## src/lic_pkg.sv

```systemverilog
// Package for the legacy interrupt cause and mask block.
// Assumes a single 125 MHz clock domain and a plain register port.
package lic_pkg;

    localparam logic [15:0] LIC_CAUSE_OFF = 16'h1500;
    localparam logic [15:0] LIC_SET_OFF = 16'h1504;
    localparam logic [15:0] LIC_MASK_OFF = 16'h1508;
    localparam logic [15:0] LIC_MCLR_OFF = 16'h150C;
    localparam logic [15:0] LIC_AUTO_OFF = 16'h1510;
    localparam logic [15:0] LIC_CFG_OFF = 16'h1514;

    // Cause bit positions
    localparam int LIC_TX_DESCRIPTOR_WRITEBACK_CAUSE = 0;
    localparam int LIC_LSC = 2;
    localparam int LIC_RXLOW = 4;
    localparam int LIC_RXMISS = 6;
    localparam int LIC_RX_DESCRIPTOR_WRITEBACK_CAUSE = 7;
    localparam int LIC_PHY = 10;
    localparam int LIC_PIN0 = 11;
    localparam int LIC_TSYNC = 19;
    localparam int LIC_FER = 22;
    localparam int LIC_BUSX = 24;
    localparam int LIC_SCE = 25;
    localparam int LIC_WDOG = 26;
    localparam int LIC_TCPT = 29;
    localparam int LIC_DRST = 30;
    localparam int LIC_LINE = 31;

    // Implemented cause bits, 31 is the live line flag
    localparam logic [31:0] LIC_IMPL = 32'h67487CD5;
    localparam logic [31:0] LIC_AUTO_IMPL = 32'h7FFFFFFF;
    localparam logic [31:0] LIC_ZERO = 32'h00000000;
    localparam logic [1:0] LIC_CFG_RST = 2'h0;
    localparam int LIC_CFG_NOCOR = 0;
    localparam int LIC_CFG_NSQ = 1;

    typedef struct packed {
        logic tx_wb;
        logic rx_wb;
        logic link_up;
        logic rx_low;
        logic rx_overrun;
        logic phy_irq;
        logic tsync_irq;
        logic mem_fatal;
        logic [4:0] bus_exc;
        logic sce_active;
        logic wdog_expire;
        logic tcp_terminal;
    } lic_events_t;

    typedef struct packed {
        logic [15:0] addr;
        logic [31:0] wdata;
        logic wr;
        logic rd;
    } lic_req_t;

endpackage

```

## src/lic_top.sv

```systemverilog
// Legacy interrupt cause, cause-set and mask logic with summary and line out.
// Assumes events are one-cycle pulses or levels in the clock domain; the
// four general purpose pins are asynchronous and resynchronised here.
// Contract
// - Each event sets its cause bit, held until cleared.
// - Summary other bit is OR of cause bits ANDed with mask, clears when none.
// - Reading cause clears it unless the config bit disables that.
// - Writing one to cause at 0x1500 clears that bit.
// - No automatic clear of cause bits exists.
// - Bit 0 on tx descriptor writeback, bit 7 on rx writeback.
// - Bit 2 on any link status change, either direction.
// - Bit 4 when receive descriptors reach the low threshold.
// - Overrun drops packet, counts missed packet, sets bit 6.
// - Enabled pins 0-3 sampled high set bits 11 to 14.
// - Bit 19 on time sync interrupt, bit 10 on phy interrupt.
// - Bit 22 on fatal internal memory error.
// - Bit 24 on enabled logged bus exception.
// - Bit 25 when coalescing clock control toggles.
// - Bit 26 on watchdog expiry, bit 29 on transport timer.
// - Bit 30 on device reset, kept through device reset.
// - Bit 31 reads as the live legacy line state.
// - Cause-set at 0x1504 sets bits written one.
// - Setting bit 30 by cause-set raises reset interrupt here only.
// - Mask at 0x1508 reads back; writing one sets mask bits.
// - Host interrupt whenever a set cause has its mask set.
// - Mask bit 30 survives device reset.
// - Mask-clear at 0x150C clears bits written one, reads mask.
// - Cause access copies auto-mask into mask-clear, qualified.
`timescale 1ns/1ps
`default_nettype none
module lic_top
    import lic_pkg::*;
#(
    parameter int MISS_W = 32
) (
    // Clock and reset
    input wire logic clock,
    input wire logic resetn,
    input wire logic device_soft_reset,
    // Register port
    input wire logic [15:0] reg_addr,
    input wire logic [31:0] reg_wdata,
    input wire logic reg_wr,
    input wire logic reg_rd,
    output logic [31:0] reg_rdata,
    // Event sources
    input wire lic_events_t events,
    input wire logic [4:0] bus_exception_enable,
    input wire logic [3:0] pin_in,
    input wire logic [3:0] pin_detect_enable,
    // Results
    output logic irq_line,
    output logic extended_summary_other_bit,
    output logic [MISS_W-1:0] missed_packet_counter
);

    logic rst_a;
    logic rst_n;
    logic [3:0] pin_s1;
    logic [3:0] pin_s2;
    logic link_prev;
    logic sce_prev;
    logic soft_prev;
    logic [31:0] cause;
    logic [31:0] mask;
    logic [30:0] auto_mask;
    logic [1:0] cfg;
    logic [31:0] hw_set;
    logic [31:0] next_cause;
    logic [31:0] next_mask;
    logic [31:0] pending;
    logic line;
    logic soft_rise;
    lic_req_t req;

    assign req = '{addr: reg_addr, wdata: reg_wdata, wr: reg_wr, rd: reg_rd};

    // Reset release through two flops
    always_ff @(posedge clock or negedge resetn) begin
        if (!resetn) begin
            rst_a <= 1'b0;
            rst_n <= 1'b0;
        end else begin
            rst_a <= 1'b1;
            rst_n <= rst_a;
        end
    end

    // Pin synchroniser; second stage only is read
    always_ff @(posedge clock or negedge rst_n) begin
        if (!rst_n) begin
            pin_s1 <= 4'h0;
            pin_s2 <= 4'h0;
        end else begin
            pin_s1 <= pin_in;
            pin_s2 <= pin_s1;
        end
    end

    always_ff @(posedge clock or negedge rst_n) begin
        if (!rst_n) begin
            link_prev <= 1'b0;
            sce_prev <= 1'b0;
            soft_prev <= 1'b0;
        end else begin
            link_prev <= events.link_up;
            sce_prev <= events.sce_active;
            soft_prev <= device_soft_reset;
        end
    end

    assign soft_rise = device_soft_reset && !soft_prev;

    // Hardware set sources
    always_comb begin
        hw_set = LIC_ZERO;
        hw_set[LIC_TX_DESCRIPTOR_WRITEBACK_CAUSE] = events.tx_wb;
        hw_set[LIC_RX_DESCRIPTOR_WRITEBACK_CAUSE] = events.rx_wb;
        hw_set[LIC_LSC] = events.link_up ^ link_prev;
        hw_set[LIC_RXLOW] = events.rx_low;
        hw_set[LIC_RXMISS] = events.rx_overrun;
        hw_set[LIC_PHY] = events.phy_irq;
        hw_set[LIC_TSYNC] = events.tsync_irq;
        hw_set[LIC_FER] = events.mem_fatal;
        hw_set[LIC_BUSX] = |(events.bus_exc & bus_exception_enable);
        hw_set[LIC_SCE] = events.sce_active ^ sce_prev;
        hw_set[LIC_WDOG] = events.wdog_expire;
        hw_set[LIC_TCPT] = events.tcp_terminal;
        hw_set[LIC_DRST] = soft_rise;
    end

    logic [3:0] hw_set_pin;
    genvar gi;
    generate
        for (gi = 0; gi < 4; gi++) begin : g_pin
            assign hw_set_pin[gi] = pin_s2[gi] && pin_detect_enable[gi];
        end
    endgenerate

    logic cause_access;
    logic cause_rd;
    logic cause_wr;
    logic set_wr;
    logic mask_wr;
    logic mclr_wr;
    logic auto_go;
    logic [31:0] clr;
    logic [31:0] set_all;

    assign cause_rd = req.rd && req.addr == LIC_CAUSE_OFF;
    assign cause_wr = req.wr && req.addr == LIC_CAUSE_OFF;
    assign set_wr = req.wr && req.addr == LIC_SET_OFF;
    assign mask_wr = req.wr && req.addr == LIC_MASK_OFF;
    assign mclr_wr = req.wr && req.addr == LIC_MCLR_OFF;
    assign cause_access = cause_rd || cause_wr;
    assign auto_go = cause_access && (cfg[LIC_CFG_NSQ] || ((|mask) && line));

    always_comb begin
        clr = LIC_ZERO;
        if (cause_rd && !cfg[LIC_CFG_NOCOR]) begin
            clr = LIC_IMPL;
        end
        if (cause_wr) begin
            clr = clr | req.wdata;
        end
        set_all = hw_set | {17'h0, hw_set_pin, 11'h0};
        if (set_wr) begin
            set_all = set_all | req.wdata;
        end
        // Set wins over clear; no other clearing path exists
        next_cause = ((cause & ~clr) | set_all) & LIC_IMPL;
        next_mask = mask;
        if (mask_wr) begin
            next_mask = next_mask | req.wdata;
        end
        if (mclr_wr) begin
            next_mask = next_mask & ~req.wdata;
        end
        if (auto_go) begin
            next_mask = next_mask & ~{1'b0, auto_mask};
        end
        next_mask = next_mask & LIC_IMPL;
        // Soft reset keeps only the reset-interrupt enable
        if (soft_rise) begin
            next_mask = next_mask & (32'h1 << LIC_DRST);
        end
    end

    // Cause bits survive device soft reset; of the two resets only resetn clears them
    always_ff @(posedge clock or negedge rst_n) begin
        if (!rst_n) begin
            cause <= LIC_ZERO;
        end else begin
            cause <= next_cause;
        end
    end

    // Soft reset folded into next_mask so the line output sees it as well
    always_ff @(posedge clock or negedge rst_n) begin
        if (!rst_n) begin
            mask <= LIC_ZERO;
        end else begin
            mask <= next_mask;
        end
    end

    always_ff @(posedge clock or negedge rst_n) begin
        if (!rst_n) begin
            auto_mask <= 31'h0;
            cfg <= LIC_CFG_RST;
        end else begin
            if (soft_rise) begin
                auto_mask <= auto_mask & (31'h1 << LIC_DRST);
            end else if (req.wr && req.addr == LIC_AUTO_OFF) begin
                auto_mask <= req.wdata[30:0];
            end
            if (req.wr && req.addr == LIC_CFG_OFF) begin
                cfg <= req.wdata[1:0];
            end
        end
    end

    // Missed packet counter
    always_ff @(posedge clock or negedge rst_n) begin
        if (!rst_n) begin
            missed_packet_counter <= '0;
        end else if (events.rx_overrun) begin
            missed_packet_counter <= missed_packet_counter + 1'b1;
        end
    end

    assign pending = cause & mask;
    assign line = |pending;

    // Registered line and summary outputs
    always_ff @(posedge clock or negedge rst_n) begin
        if (!rst_n) begin
            irq_line <= 1'b0;
            extended_summary_other_bit <= 1'b0;
        end else begin
            irq_line <= |(next_cause & next_mask);
            extended_summary_other_bit <= |(next_cause & next_mask);
        end
    end

    // Read data, one cycle after the strobe
    always_ff @(posedge clock or negedge rst_n) begin
        if (!rst_n) begin
            reg_rdata <= LIC_ZERO;
        end else if (req.rd) begin
            case (req.addr)
                LIC_CAUSE_OFF: reg_rdata <= {line, cause[30:0]};
                LIC_MASK_OFF: reg_rdata <= mask;
                LIC_MCLR_OFF: reg_rdata <= mask;
                LIC_AUTO_OFF: reg_rdata <= {1'b0, auto_mask};
                LIC_CFG_OFF: reg_rdata <= {30'h0, cfg};
                default: reg_rdata <= LIC_ZERO;
            endcase
        end else begin
            reg_rdata <= LIC_ZERO;
        end
    end

    // Assertions
    // Registered line and summary must track the stored cause and mask
    a_line_follows: assert property (@(posedge clock) disable iff (!rst_n)
        irq_line == line)
        else $error("line does not match cause and mask");
    a_summary_eq: assert property (@(posedge clock) disable iff (!rst_n)
        extended_summary_other_bit == line)
        else $error("summary differs from cause and mask");
    a_read_line: assert property (@(posedge clock) disable iff (!rst_n)
        cause_rd |=> reg_rdata[LIC_LINE] == $past(line))
        else $error("line flag not returned on cause read");
    // Event capture
    a_tx_set: assert property (@(posedge clock) disable iff (!rst_n)
        events.tx_wb |=> cause[LIC_TX_DESCRIPTOR_WRITEBACK_CAUSE])
        else $error("tx writeback not recorded");
    a_link_edge: assert property (@(posedge clock) disable iff (!rst_n)
        $changed(events.link_up) |=> cause[LIC_LSC])
        else $error("link change not recorded");
    a_rx_miss: assert property (@(posedge clock) disable iff (!rst_n)
        events.rx_overrun |=> cause[LIC_RXMISS])
        else $error("overrun not recorded");
    a_miss_count: assert property (@(posedge clock) disable iff (!rst_n)
        events.rx_overrun |=> missed_packet_counter == $past(missed_packet_counter) + 1'b1)
        else $error("missed packet count not advanced");
    a_phy_set: assert property (@(posedge clock) disable iff (!rst_n)
        events.phy_irq |=> cause[LIC_PHY])
        else $error("phy interrupt not recorded");
    a_pin_set: assert property (@(posedge clock) disable iff (!rst_n)
        (pin_s2[0] && pin_detect_enable[0]) |=> cause[LIC_PIN0])
        else $error("pin input not recorded");
    a_bus_exc: assert property (@(posedge clock) disable iff (!rst_n)
        (|(events.bus_exc & bus_exception_enable)) |=> cause[LIC_BUSX])
        else $error("bus exception not recorded");
    a_sce_edge: assert property (@(posedge clock) disable iff (!rst_n)
        $changed(events.sce_active) |=> cause[LIC_SCE])
        else $error("coalescing event not recorded");
    a_wdog_set: assert property (@(posedge clock) disable iff (!rst_n)
        events.wdog_expire |=> cause[LIC_WDOG])
        else $error("watchdog expiry not recorded");
    a_soft_cause: assert property (@(posedge clock) disable iff (!rst_n)
        soft_rise |=> cause[LIC_DRST])
        else $error("device reset not recorded");
    // Clear, hold and cause-set paths
    a_cause_hold: assert property (@(posedge clock) disable iff (!rst_n)
        (cause[LIC_FER] && !cause_access) |=> cause[LIC_FER])
        else $error("cause bit dropped without access");
    a_w1c_clear: assert property (@(posedge clock) disable iff (!rst_n)
        (cause_wr && req.wdata[LIC_WDOG] && !set_all[LIC_WDOG]) |=> !cause[LIC_WDOG])
        else $error("write one did not clear");
    a_cor_clear: assert property (@(posedge clock) disable iff (!rst_n)
        (cause_rd && !cfg[LIC_CFG_NOCOR] && !set_all[LIC_TCPT]) |=> !cause[LIC_TCPT])
        else $error("read did not clear");
    a_cor_keep: assert property (@(posedge clock) disable iff (!rst_n)
        (cause_rd && cfg[LIC_CFG_NOCOR] && cause[LIC_RX_DESCRIPTOR_WRITEBACK_CAUSE]) |=> cause[LIC_RX_DESCRIPTOR_WRITEBACK_CAUSE])
        else $error("read cleared while disabled");
    a_set_reg: assert property (@(posedge clock) disable iff (!rst_n)
        (set_wr && req.wdata[LIC_DRST]) |=> cause[LIC_DRST])
        else $error("cause set ignored");
    // Mask paths
    a_mask_set: assert property (@(posedge clock) disable iff (!rst_n)
        (mask_wr && req.wdata[LIC_PHY] && !mclr_wr && !auto_go && !soft_rise)
        |=> mask[LIC_PHY])
        else $error("mask set ignored");
    a_mclr_clear: assert property (@(posedge clock) disable iff (!rst_n)
        (mclr_wr && req.wdata[LIC_PHY]) |=> !mask[LIC_PHY])
        else $error("mask clear ignored");
    a_auto_copy: assert property (@(posedge clock) disable iff (!rst_n)
        (auto_go && auto_mask[LIC_RXLOW]) |=> !mask[LIC_RXLOW])
        else $error("auto mask not applied");
    a_auto_skip: assert property (@(posedge clock) disable iff (!rst_n)
        (cause_access && !cfg[LIC_CFG_NSQ] && !line && !soft_rise) |=> mask == $past(mask))
        else $error("auto mask applied without a live line");
    a_mask_keep30: assert property (@(posedge clock) disable iff (!rst_n)
        (soft_rise && next_mask[LIC_DRST]) |=> mask[LIC_DRST])
        else $error("mask bit 30 lost on soft reset");
    c_irq: cover property (@(posedge clock) disable iff (!rst_n) $rose(irq_line));
    c_cor: cover property (@(posedge clock) disable iff (!rst_n) cause_rd && line);
    c_auto: cover property (@(posedge clock) disable iff (!rst_n) auto_go);
    c_pin: cover property (@(posedge clock) disable iff (!rst_n) |hw_set_pin);
    c_soft: cover property (@(posedge clock) disable iff (!rst_n) soft_rise);

endmodule
`default_nettype wire

```

## config.mk

```make
export PLATFORM = sky130hd
export DESIGN_NAME = lic_top
export DESIGN_NICKNAME = d
export VERILOG_FILES = /design/src/lic_pkg.sv /design/src/lic_top.sv
export SDC_FILE = /design/constraint.sdc
export NUM_CORES = 1
export LEC_CHECK = 0
export ABC_AREA = 1
export BUFFER_PORTS_ARGS = -buffer_cell sky130_fd_sc_hd__buf_4
export CAP_MARGIN = 20
export CORE_MARGIN = 2
export CORE_UTILIZATION = 30
export DETAILED_ROUTE_END_ITERATION = 10
export PLACE_DENSITY = 0.6
export SKIP_LAST_GASP = 1
export SLEW_MARGIN = 20
export SYNTH_ARGS = -nofsm -noshare
export SYNTH_HDL_FRONTEND = slang
export SYNTH_SLANG_ARGS = --single-unit
```

## constraint.sdc

```tcl
create_clock -name clock -period 5.18 [get_ports clock]
set_input_delay 1.554 -clock clock [delete_from_list [all_inputs] [get_ports clock]]
set_output_delay 1.554 -clock clock [all_outputs]
set_load 0.05 [all_outputs]
```

## Word-level counts from Yosys, hierarchy flattened

Index checks and enable logic that the tools add are counted.

| storage, ports and cells | value |
|---|---|
| register bits | 159 |
| input bits | 82 |
| output and inout port bits | 66 |

| cells by class | value |
|---|---|
| add/sub/neg operators | 1 |
| equality and inequality tests | 6 |
| muxes and demuxes | 11 |
| bitwise operators | 17 |
| reductions and logical operators | 26 |

Operators with widths:

| operator | count |
|---|---|
| $mux W31 | 6 |
| $and A31 B31 Y31 | 5 |
| $pmux W32 S4 | 1 |
| $or A31 B31 Y31 | 4 |
| $eq A16 B13 Y1 const B | 6 |
| $reduce_or A32 Y1 | 3 |
| $not A31 Y31 | 3 |
| $mux W30 | 3 |
| $add A32 B1 Y32 const B | 1 |
| $mux W32 | 1 |
| $or A31 B15 Y31 | 1 |
| $logic_and A1 B1 Y1 | 15 |
| $and A5 B5 Y5 | 1 |
| $reduce_or A5 Y1 | 1 |
| $logic_not A1 Y1 | 2 |
| $logic_or A1 B1 Y1 | 2 |
| $reduce_and A2 Y1 | 1 |
| $reduce_bool A2 Y1 | 1 |
| $reduce_or A2 Y1 | 1 |
| $xor A1 B1 Y1 | 2 |
| $not A1 Y1 | 1 |

## Logic depth before layout (Yosys ltp)

Gate-level depths: netlist (run 1).

| logic depth | value |
|---|---|
| depth after elaboration | 11 |
| gate-level depth with buffers | 16 |
| depth with buffers taken out | 15 |

## Least setup slack after synthesis (run 1)

No wires, ideal clock.

| path | value |
|---|---|
| kind | input to register |
| start point | in reg_addr[0] |
| end point | reg extended_summary_other_bit |
| arrival | 2.883 ns |
| required time | 5.055 ns |
| path slack | 2.172 ns |
| cell stages on the path | 14 |
| buffers on the path | 1 |
| cell sequence | inv_1 -> nand2_2 -> nor2_4 -> inv_2 -> nor2_4 -> nand3_1 -> nand2_1 -> and2_1 -> clkbuf_1 -> nand2_1 -> nand3_1 -> nand2_1 -> nor2_1 -> nand3_1 |

| between the ends | value |
|---|---|
| cells in the longest elaborated chain, start to end | 11 |
| elaborated cells on any way between the ends | 27 |

Ends and longest elaborated chain:

| what | line | RTL |
|---|---|---|
| from (decl) | lic_top.sv:41 | `input wire logic [15:0] reg_addr,` |
| $eq A16 B13 Y1 | lic_top.sv:150, lic_top.sv:151 |  |
| $logic_and A1 B1 Y1 | lic_top.sv:150 | `assign cause_rd = req.rd && req.addr == LIC_CAUSE_OFF;` |
| $logic_and A1 B1 Y1 | lic_top.sv:160 | `if (cause_rd && !cfg[LIC_CFG_NOCOR]) begin` |
| $mux W31 | lic_top.sv:160 |  |
| $or A31 B31 Y31 | lic_top.sv:164 | `clr = clr \| req.wdata;` |
| $mux W31 | lic_top.sv:163 | `if (cause_wr) begin` |
| $not A31 Y31 | lic_top.sv:171 | `next_cause = ((cause & ~clr) \| set_all) & LIC_IMPL;` |
| $and A31 B31 Y31 | lic_top.sv:171 |  |
| $or A31 B31 Y31 | lic_top.sv:171 |  |
| $and A31 B31 Y31 * | lic_top.sv:242 | `extended_summary_other_bit <= \|(next_cause & next_mask);` |
| $reduce_or A32 Y1 * | lic_top.sv:242 |  |
| to (signal assigned) | lic_top.sv:242 |  |
| to (decl) | lic_top.sv:53 | `output logic extended_summary_other_bit,` |

Mark *: on every way between the ends. The rest lies on a longest branch, timed or not.
A chain may end at the register's enable or synchronous reset.

## Worst setup path after layout (run 1)

| path | value |
|---|---|
| start point | in reg_addr[0] |
| end point | reg extended_summary_other_bit |

| between the ends | value |
|---|---|
| cells in the longest elaborated chain, start to end | 11 |
| elaborated cells on any way between the ends | 27 |

Ends and longest elaborated chain:

| what | line | RTL |
|---|---|---|
| $eq A16 B13 Y1 | lic_top.sv:150, lic_top.sv:151 |  |
| $logic_and A1 B1 Y1 | lic_top.sv:150 |  |
| $logic_and A1 B1 Y1 | lic_top.sv:160 |  |
| $mux W31 | lic_top.sv:160 |  |
| $or A31 B31 Y31 | lic_top.sv:164 |  |
| $mux W31 | lic_top.sv:163 |  |
| $not A31 Y31 | lic_top.sv:171 |  |
| $and A31 B31 Y31 | lic_top.sv:171 |  |
| $or A31 B31 Y31 * | lic_top.sv:171 |  |
| net next_cause[14] | lic_top.sv:69 | `logic [31:0] next_cause;` |
| $and A31 B31 Y31 * | lic_top.sv:242 |  |
| $reduce_or A32 Y1 * | lic_top.sv:242 |  |

Mark *: on every way through the listed nets, which the timed path passes. The rest lies on a longest branch.

==> flow_summary.yaml, run 1 <==
die:
  start_util: 0.305
  io_pins: 148
  design.die.area_mm2: 0.0242
  dieHeight_um: 155
  fp-row-count: 55
  die_width_um: 155
  core_mm2: 0.0226
sta:
  relSlewSlack: 0.384
  fin_crit_sh: 0.689
  worst_pin_slew_ns: 0.923
  period_minus_slack_ns: 3.57
  fmax_mhz: 280
  clock_skew_ns: 0.0107
  drv_slew: 0
  hold_violations: 0
  rsz0062_at_grt: "no"
  setup_tns_ns: 0
  setup_violations: 0
global_route:
  grt_max_degree: 76
  antenna_found_initial: 0
  grt.total_usage: 0.171
  grt_pass1_wl_um: 31900
  overflow: 0
  grt_pass1_vias: 5964
cts:
  max-clock-path-buffers: 2
  ctsResizeCount: 0
  cts_made_buffers: 17
  insertion_delay_ns: 0.43
  postCtsHoldBufs: 0
  ctsHtreeMaxLevel: 4
  clk_pin_slew_ns: 0.06
  cts_setup_buffers: 0
  cts_tree: "done"
  cts_root_buffer: "clkbuf_16"
  cts.sinks: 145
routing:
  wl_met1_um: 8810
  drt_iter0_markers: 429
  routed_wl_um: 19700
  firstDrtPassIters: 5
  viasPerCell: 4.77
  dr_wl_met3_um: 1830
  highest_layer: "met4"
  drc: 0
  vias: 6038
  wl_per_cell_um: 15.6
  ant_nets: 0
  route.met2.wl_um: 8750
pwr:
  p_seq_frac: 0.444
  power_density_mw_per_mm2: 310
  p_sw_frac: 0.267
  power_frac_comb: 0.112
  power_frac_clock: 0.445
  internal-power_uw: 2030
  peakVddDrop_v: 0.000355
  power_leakage_uw: 0.00432
  switching_power_uw: 739
placement:
  place_congestion: 0.832
  place_area_mm2: 0.00831
  dp_hpwl_um: 13400
  dp.cells: 1232
  place.port_buffers: 146
critical_path:
  crit_buf_inv: 4
  required_ns: 5.46
  worstPathCellList: "buf_4 -> inv_1 -> nand2_2 -> nor2_4 -> inv_2 -> nor2_4 -> nand4_4 -> nand2_1 -> nand2_1 -> nand3_1 -> nand2_1 -> inv_1 -> nand2_1 -> nor2_1 -> nand3_1"
  startpoint_type: "input pin"
  crit_path_max_fanout: 17
  critPathSlowestCell: "nand4_4"
  arrival_ns: 3.85
  path_delay_family: "simple AND/OR/NAND/NOR gates"
  end_kind: "register"
  critPathMaxStageDelay_ns: 0.47
  cp_common_cell: "nand2_1"
  path_class: "input pin to register"
synth:
  synthCells: 815
  synth.avg_cell_area_um2: 8.44
  syn_nets: 898
  ys_ff_latch: 145
  yosysWarnings: 0
  yosysSeqAreaShare: 0.527
  synth_cell_type_count: 36
  synthesis.area_mm2: 0.00688
flow_run:
  drv_cap: 0
outcome:
  outcome: "finished clean"
cells_and_area:
  multiInputGateArea_mm2: 0.00264
  n_antenna_cell: 0
  layout.nets: 1050
  layout_commonest_cell: "buf_4"
  final_cell_mix: "buf_4 (156), nand2_1 (147), dfrtp_1 (144)"
  seq_area_mm2: 0.00363
  finish.instance_area_mm2: 0.00892
  syn_to_final_growth_pct: 29.6
  final_cell_count_no_fill: 1265
  drive_gt1_frac: 0.215
  num-fill-cells: 2307
hold_path:
  min_path_type: "register to asynchronous set/reset pin"
-- worst paths after layout --
| kind | start | endpoint | depth (start not counted) | slack [ns] |
|---|---|---|---|---|
| setup / recovery | reg_addr[0] | extended_summary_other_bit | 15 | 1.61 |
| setup reg to reg | cause[25] | extended_summary_other_bit | 10 | 2.80 |
| min in group clock | pin_s1[1] | pin_s2[1] | 0 | 0.35 |
| hold reg to reg | rst_n | auto_mask[18] | 0 | 0.32 |
| max in group asynchronous | rst_n | reg_rdata[7] | 1 | 3.96 |
| hold / removal | rst_n | auto_mask[18] | 0 | 0.32 |
-- power groups by stage --
stage	logic [µW]	clock network [µW]	registers, µW
after global placement	302	0	1250
after detailed placement	306	0	1250
after CTS	306	1260	1230
after global routing	341	1320	1240
final	309	1230	1230
after floorplan	88.1	0	1330
-- final cells by class --
| type | instances | area share |
|---|---|---|
| multi-input combinational | 514 | 0.296 |
| sequential | 145 | 0.407 |
| inverter | 131 | 0.0552 |
| clock inverter | 12 | 0.0149 |
| timing repair buffer | 158 | 0.136 |
| tap | 285 | 0.0400 |
| clock buffer | 20 | 0.0512 |
-- per-layer routing --
layer  vias up  global-route usage
met3        24              0.0504
met5         -                   0
met1      2841               0.232
li1       2933                   -
met2       240               0.263
met4         0              0.0594
-- synth_stat cells --
| cell type | n | share of area |
|---|---|---|
| a21oi_1 | 4 | 0.0029 |
| nand4_4 | 1 | 0.0031 |
| o21ai_0 | 38 | 0.028 |
| nand2_2 | 1 | 0.00091 |
| or2_1 | 1 | 0.00091 |
| a31oi_1 | 1 | 0.00091 |
| o211ai_2 | 4 | 0.0073 |
| ha_1 | 1 | 0.0018 |
| nor3_1 | 11 | 0.0080 |
| nor3b_1 | 1 | 0.0011 |
| nor3_2 | 1 | 0.0015 |
| inv_2 | 6 | 0.0033 |
| o21ai_4 | 1 | 0.0024 |
| buf_4 | 2 | 0.0022 |
| clkbuf_1 | 11 | 0.0060 |
| nor2_2 | 2 | 0.0018 |
| nand3_1 | 83 | 0.060 |
| nor2_4 | 3 | 0.0049 |
| and2_1 | 17 | 0.015 |
| inv_1 | 125 | 0.068 |
| nand2_1 | 147 | 0.080 |
| a41oi_1 | 1 | 0.0013 |
| buf_6 | 2 | 0.0033 |
| conb_1 | 1 | 0.00055 |
| nor2_1 | 97 | 0.053 |
| buf_1 | 1 | 0.00055 |
| nor4_2 | 1 | 0.0018 |
| o21ai_1 | 3 | 0.0022 |
| dfrtp_1 | 145 | 0.53 |
| xnor2_1 | 15 | 0.019 |
| nand4_1 | 23 | 0.021 |
| xor2_1 | 14 | 0.018 |
| a221oi_1 | 15 | 0.019 |
| buf_2 | 9 | 0.0065 |
| o21bai_1 | 7 | 0.0076 |
| o22ai_1 | 20 | 0.018 |
-- state kept, by name (all words and copies together) (netlist names) --
name,flops
mask,17
extended_summary_other_bit,1
auto_mask,31
link_prev,1
reg_rdata,32
pin_s2,4
missed_packet_counter,32
rst_n,1
soft_prev,1
cause,17
sce_prev,1
rst_a,1
pin_s1,4
cfg,2
-- kinds of logic (layout without fill, tap and decap cells) --
group	count (synthesis)	count (layout)	synth area share
flops	145	145	0.527
simple gates	389	389	0.254
xor+xnor	29	29	0.0369
compound gates	94	94	0.0895
fa+ha+maj	1	1	0.00182
buf+inv	156	321	0.0900
other cells	1	1	0.000545
-- through the flow --
stage	setup WS, ns	hold slack [ns]	util	total power [µW]
final	1.61	0.317	0.395	2770
after global routing	1.43	0.355	0.395	2900
after CTS	1.68	0.349	0.394	2800
after detailed placement	1.24	0.336	0.368	1560
after global placement	1.25	0.333	0.368	1560
after floorplan	0.841	0.331	-	1420
Note: power is estimated with default switching activity, not from simulation.
==> run 2, diff against run 1 <==
ABC_AREA = 0   (was 1)
PLACE_DENSITY = 0.61   (was 0.6)
clock period = 3.4 ns   (was 5.18 ns; I/O delays follow)
==> flow_summary.yaml, run 2 <==
placement:
  dp_hpwl_um: 13200
  place_congestion: 0.904
  place.port_buffers: 146
  dp.cells: 935
  place_area_mm2: 0.00775
synth:
  synth_area_leaders: "dfrtp_1 (59%), a22o_1 (4.7%), xnor2_1 (3.4%), a222oi_1 (2.9%), mux2i_1 (2.6%)"
  synth.top_cell.area_share: 0.590
  synth_largest_area_cell: "dfrtp_1"
  syn_nets: 598
  yosysSeqAreaShare: 0.590
  ys_ff_latch: 145
  synth.avg_cell_area_um2: 11.9
  yosysWarnings: 0
  ys_top_cells_by_count: "dfrtp_1 (145), nand2_1 (35), a22o_1 (33)"
  postSynth.asyncResetShare: 1.00
  synthFlopType: "dfrtp_1"
  synthCells: 515
  synth_edf_count: 0
  synth_cell_type_count: 51
  synthMostInstantiatedCell: "dfrtp_1"
  synthesis.area_mm2: 0.00615
outcome:
  outcome: "finished clean"
global_route:
  grt_pass1_vias: 5271
  overflow: 0
  grt.total_usage: 0.177
  grt_pass1_wl_um: 29600
  grt_max_degree: 62
  antenna_found_initial: 1
sta:
  fin_crit_sh: 0.948
  setup_tns_ns: 0
  clock_skew_ns: 0.0111
  relSlewSlack: 0.450
  hold_ws_ns: 0.350
  period_minus_slack_ns: 3.22
  rsz0062_at_grt: "no"
  drv_slew: 0
  setup_violations: 0
  fmax_mhz: 310
  worst_pin_slew_ns: 0.825
  hold_violations: 0
cts:
  ctsHtreeMaxLevel: 4
  insertion_delay_ns: 0.42
  max-clock-path-buffers: 2
  postCtsHoldBufs: 0
  clk_pin_slew_ns: 0.06
  cts_root_buffer: "clkbuf_16"
  ctsResizeCount: 0
  cts.sinks: 145
  cts_setup_buffers: 0
  cts_made_buffers: 17
  cts_tree: "done"
critical_path:
  required_ns: 3.69
  critPathMaxStageDelay_ns: 0.59
  crit_buf_inv: 1
  startpoint_type: "input pin"
  path_delay_family: "simple AND/OR/NAND/NOR gates"
  critPathSlowestCell: "or4_1"
  end_kind: "register"
  crit_path_max_fanout: 4
  worstPathCellList: "buf_4 -> nor4b_4 -> nand4_2 -> or4_1 -> a221o_1 -> a2111o_1 -> a2111oi_2 -> nand4_1"
  arrival_ns: 3.51
  path_class: "input pin to register"
routing:
  viasPerCell: 5.27
  vias: 5100
  firstDrtPassIters: 5
  routed_wl_um: 18900
  ant_nets: 0
  wl_per_cell_um: 19.5
  drt_iter0_markers: 437
  drc: 0
pwr:
  power_leakage_uw: 0.00394
  power_uw: 4030
  peakVddDrop_v: 0.000334
  power_density_mw_per_mm2: 486
cells_and_area:
  layout.nets: 767
  drive_gt1_frac: 0.328
  finish.instance_area_mm2: 0.00830
  final_cell_mix: "buf_4 (179), dfrtp_1 (144), nand2_1 (35)"
  final_cell_count_no_fill: 967
  syn_to_final_growth_pct: 35.0
  layout_commonest_cell: "buf_4"
  reg_top3: "missed_packet_counter x32, reg_rdata x32, auto_mask x31"
flow_run:
  drv_cap: 0
die:
  io_pins: 148
  core_mm2: 0.0202
  fp-row-count: 52
  die_width_um: 147
  dieHeight_um: 147
  design.die.area_mm2: 0.0217
  start_util: 0.305
hold_path:
  min_path_type: "register to register"
run 2: cell count changes in the layout (fill, tap and decap cells not counted), sizes merged, moves of 18 or more:
cell / delta
inv: -124
nand3: -62
and3: +25
nand2: -113
nor2: -75
a211oi: +18
o21ai: -39
a222oi: +18
o22ai: -20
buf: +22
a22o: +33
run 2: stage by stage:
| step | util | worst slack (ns) |
|---|---|---|
| 6_report | 0.411 | 0.176 |
| 2_1_floorplan | - | 0.0697 |
| 5_1_grt | 0.411 | 0.00851 |
| 4_1_cts | 0.411 | 0.188 |
| 3_3_place_gp | 0.384 | -0.250 |
| 3_5_place_dp | 0.384 | -0.267 |
run 2: area by class of cell:
type	instances	area (µm²)
Clock inverter	11	81.3
Timing Repair Buffer	180	1360
Inverter	7	26.3
Multi-Input combinational cell	333	2390
Tap cell	270	338
Fill cell	1944	11900
Antenna cell	1	2.50
Clock buffer	20	467
Sequential cell	145	3630
run 2: worst paths after layout:
path                                     startpoint                         end  slack, ns  cells past startpoint
min in group asynchronous                    resetn                       rst_a       0.37                      1
setup reg to reg           missed_packet_counter[1]   missed_packet_counter[26]       0.88                      9
setup / recovery                       reg_addr[13]  extended_summary_other_bit       0.18                      8
max in group asynchronous                     rst_n                    cause[4]       2.06                      1
hold reg to reg                           pin_s1[2]                   pin_s2[2]       0.35                      0
hold / removal                            pin_s1[2]                   pin_s2[2]       0.35                      0
run 2: logic make-up (layout without fill, tap and decap cells):
logic type                 count (synthesis)  after routing  synth area share
AOI/OAI and AO/OA                        128            128             0.171
xor gates and xnor gates                  33             33            0.0470
adders and majority gates                  1              1           0.00203
buffers and inverters                     37            218            0.0240
DFF                                      145            145             0.590
muxes                                     20             20            0.0334
other                                      1              2          0.000610
and+or+nand+nor                          150            150             0.132
run 2: report_power, final:
part           switching (µW)  internal (µW)
clock network             738            989
registers                75.9           1770
logic                     283            171
run 2: routing by layer:
metal,vias up,part of all wire,GRT usage
met5,-,0,0
met4,0,0.020,0.0668
met3,29,0.076,0.0432
met2,252,0.47,0.277
met1,2534,0.43,0.239
li1,2285,-,-
==> run 3, diff against run 2 <==
GPL_TIMING_DRIVEN = 0   (was not set)
clock period = 3.6 ns   (was 3.4 ns; I/O delays follow)
==> flow_summary.yaml, run 3 (same netlist as run 2, synthesis figures left out) <==
outcome:
  outcome: "finished clean"
global_route:
  grt_pass1_wl_um: 29700
  grt_max_degree: 56
  antenna_found_initial: 0
  overflow: 0
  grt.total_usage: 0.180
  grt_pass1_vias: 5175
critical_path:
  r2r_cells: 10
  r2r_slack_ns: 0.85
  crit_path_max_fanout: 4
  required_ns: 3.88
  rr_endpoint: "extended_summary_other_bit"
  cp-endpoint: "extended_summary_other_bit"
  path_class: "input pin to register"
  startpoint_type: "input pin"
  r2r-start: "mask[2]"
  arrival_ns: 3.67
  end_kind: "register"
  startpoint: "reg_addr[14]"
placement:
  dp.cells: 929
  dp_hpwl_um: 13300
  place_congestion: 0.927
  place.port_buffers: 142
  post-place-ws_ns: -0.521
flow_run:
  drv_cap: 0
pwr:
  power_frac_clock: 0.454
  power_leakage_uw: 0.00388
  power_frac_comb: 0.109
  power_density_mw_per_mm2: 483
  internal-power_uw: 2950
  peakVddDrop_v: 0.000330
  power_uw: 3990
  p_sw_frac: 0.261
  p_seq_frac: 0.437
  switching_power_uw: 1040
cts:
  postCtsHoldBufs: 0
  ctsHtreeMaxLevel: 4
  cts_root_buffer: "clkbuf_16"
  clk_pin_slew_ns: 0.06
  cts_tree: "done"
  insertion_delay_ns: 0.43
  cts.sinks: 145
  max-clock-path-buffers: 2
  cts_made_buffers: 17
sta:
  worst_pin_slew_ns: 0.849
  rsz0062_at_grt: "no"
  fmax_mhz: 295
  setup_violations: 0
  clock_skew_ns: 0.0204
  fin_crit_sh: 0.942
  hold_ws_ns: 0.338
  hold_violations: 0
  drv_slew: 0
  relSlewSlack: 0.430
  period_minus_slack_ns: 3.39
  setup_ws_ns: 0.210
die:
  fp-row-count: 52
  dieHeight_um: 147
  core_mm2: 0.0202
  start_util: 0.305
  io_pins: 148
  design.die.area_mm2: 0.0217
  die_width_um: 147
routing:
  ant_nets: 0
  wl_per_cell_um: 19.6
  vias: 5033
  drt_iter0_markers: 478
  routed_wl_um: 18900
  drc: 0
  viasPerCell: 5.23
  firstDrtPassIters: 9
cells_and_area:
  layout_commonest_cell: "buf_4"
  n_antenna_cell: 0
  reg_top3: "missed_packet_counter x32, reg_rdata x32, auto_mask x31"
  syn_to_final_growth_pct: 34.1
  layout.nets: 763
  drive_gt1_frac: 0.290
  final_cell_count_no_fill: 963
  final_cell_mix: "buf_4 (146), dfrtp_1 (144), nand2_1 (35)"
  num-fill-cells: 1997
  final_util: 0.409
hold_path:
  min_path_type: "register to asynchronous set/reset pin"
-- run 3: cell types whose count changed in the layout (fill, tap and decap cells not counted), moves of 3 or more --
cell       previous run  this run
clkbuf_2              0         5
bufinv_16             0         3
buf_4               179       146
clkbuf_1              0        23
-- run 3: what timing repair did --
item | CTS | global route
pin swaps | 1 | 3
gates cloned | 0 | 0
setup buffers | 2 | 0
gates resized for setup | 1 | 14
setup endpoints to repair | 1 | 1
-- run 3: final cells by class --
type,instances,area (µm²),share of cell area
well taps,270,338,0.0410
clock inverters,12,155,0.0188
clock buffers,20,447,0.0542
plain buffers,30,129,0.0156
inverters,7,26.3,0.00319
multi-input cells,333,2380,0.289
repair buffers,146,1140,0.138
flip-flops and latches,145,3630,0.441
-- run 3: worst min path at each step --
stage                                     to  slack, ns  cells after the start
floorplan                              rst_n       0.33                      0
global placement                   pin_s2[3]       0.33                      0
detailed placement                 pin_s2[3]       0.34                      0
CTS                                pin_s2[3]       0.35                      0
global route                       pin_s2[0]       0.35                      0
finish              missed_packet_counter[0]       0.34                      0
-- run 3: per-layer routing --
layer	vias to the layer above	part of all wire	wire length, µm	GRT usage
met5	-	0	0	0
met4	0	0.017	318	0.0702
met3	24	0.081	1530	0.0466
met2	238	0.45	8440	0.265
met1	2489	0.46	8590	0.255
li1	2282	-	-	-
-- run 3: worst max-delay path, cell delays in order --
cell	delay [ns]
buf_4	0.12
nor4b_4	0.37
nand4_2	0.19
or4_4	0.56
a221o_1	0.36
a2111o_1	0.46
a2111oi_2	0.35
nand4_1	0.18
-- run 3: stage by stage --
step	area, µm²	setup TNS, ns
3_5_place_dp	7610	-0.699
2_1_floorplan	6150	0
5_1_grt	8250	0
4_1_cts	8230	0
6_report	8250	0
3_3_place_gp	7550	-0.746
-- run 3: power by group through the flow --
stage	Combinational [µW]	Sequential, µW	Clock, µW
finish	433	1740	1810
global placement	402	1790	0
floorplan	95.9	1910	0
detailed placement	437	1770	0
CTS	438	1740	1850
global route	466	1750	1920
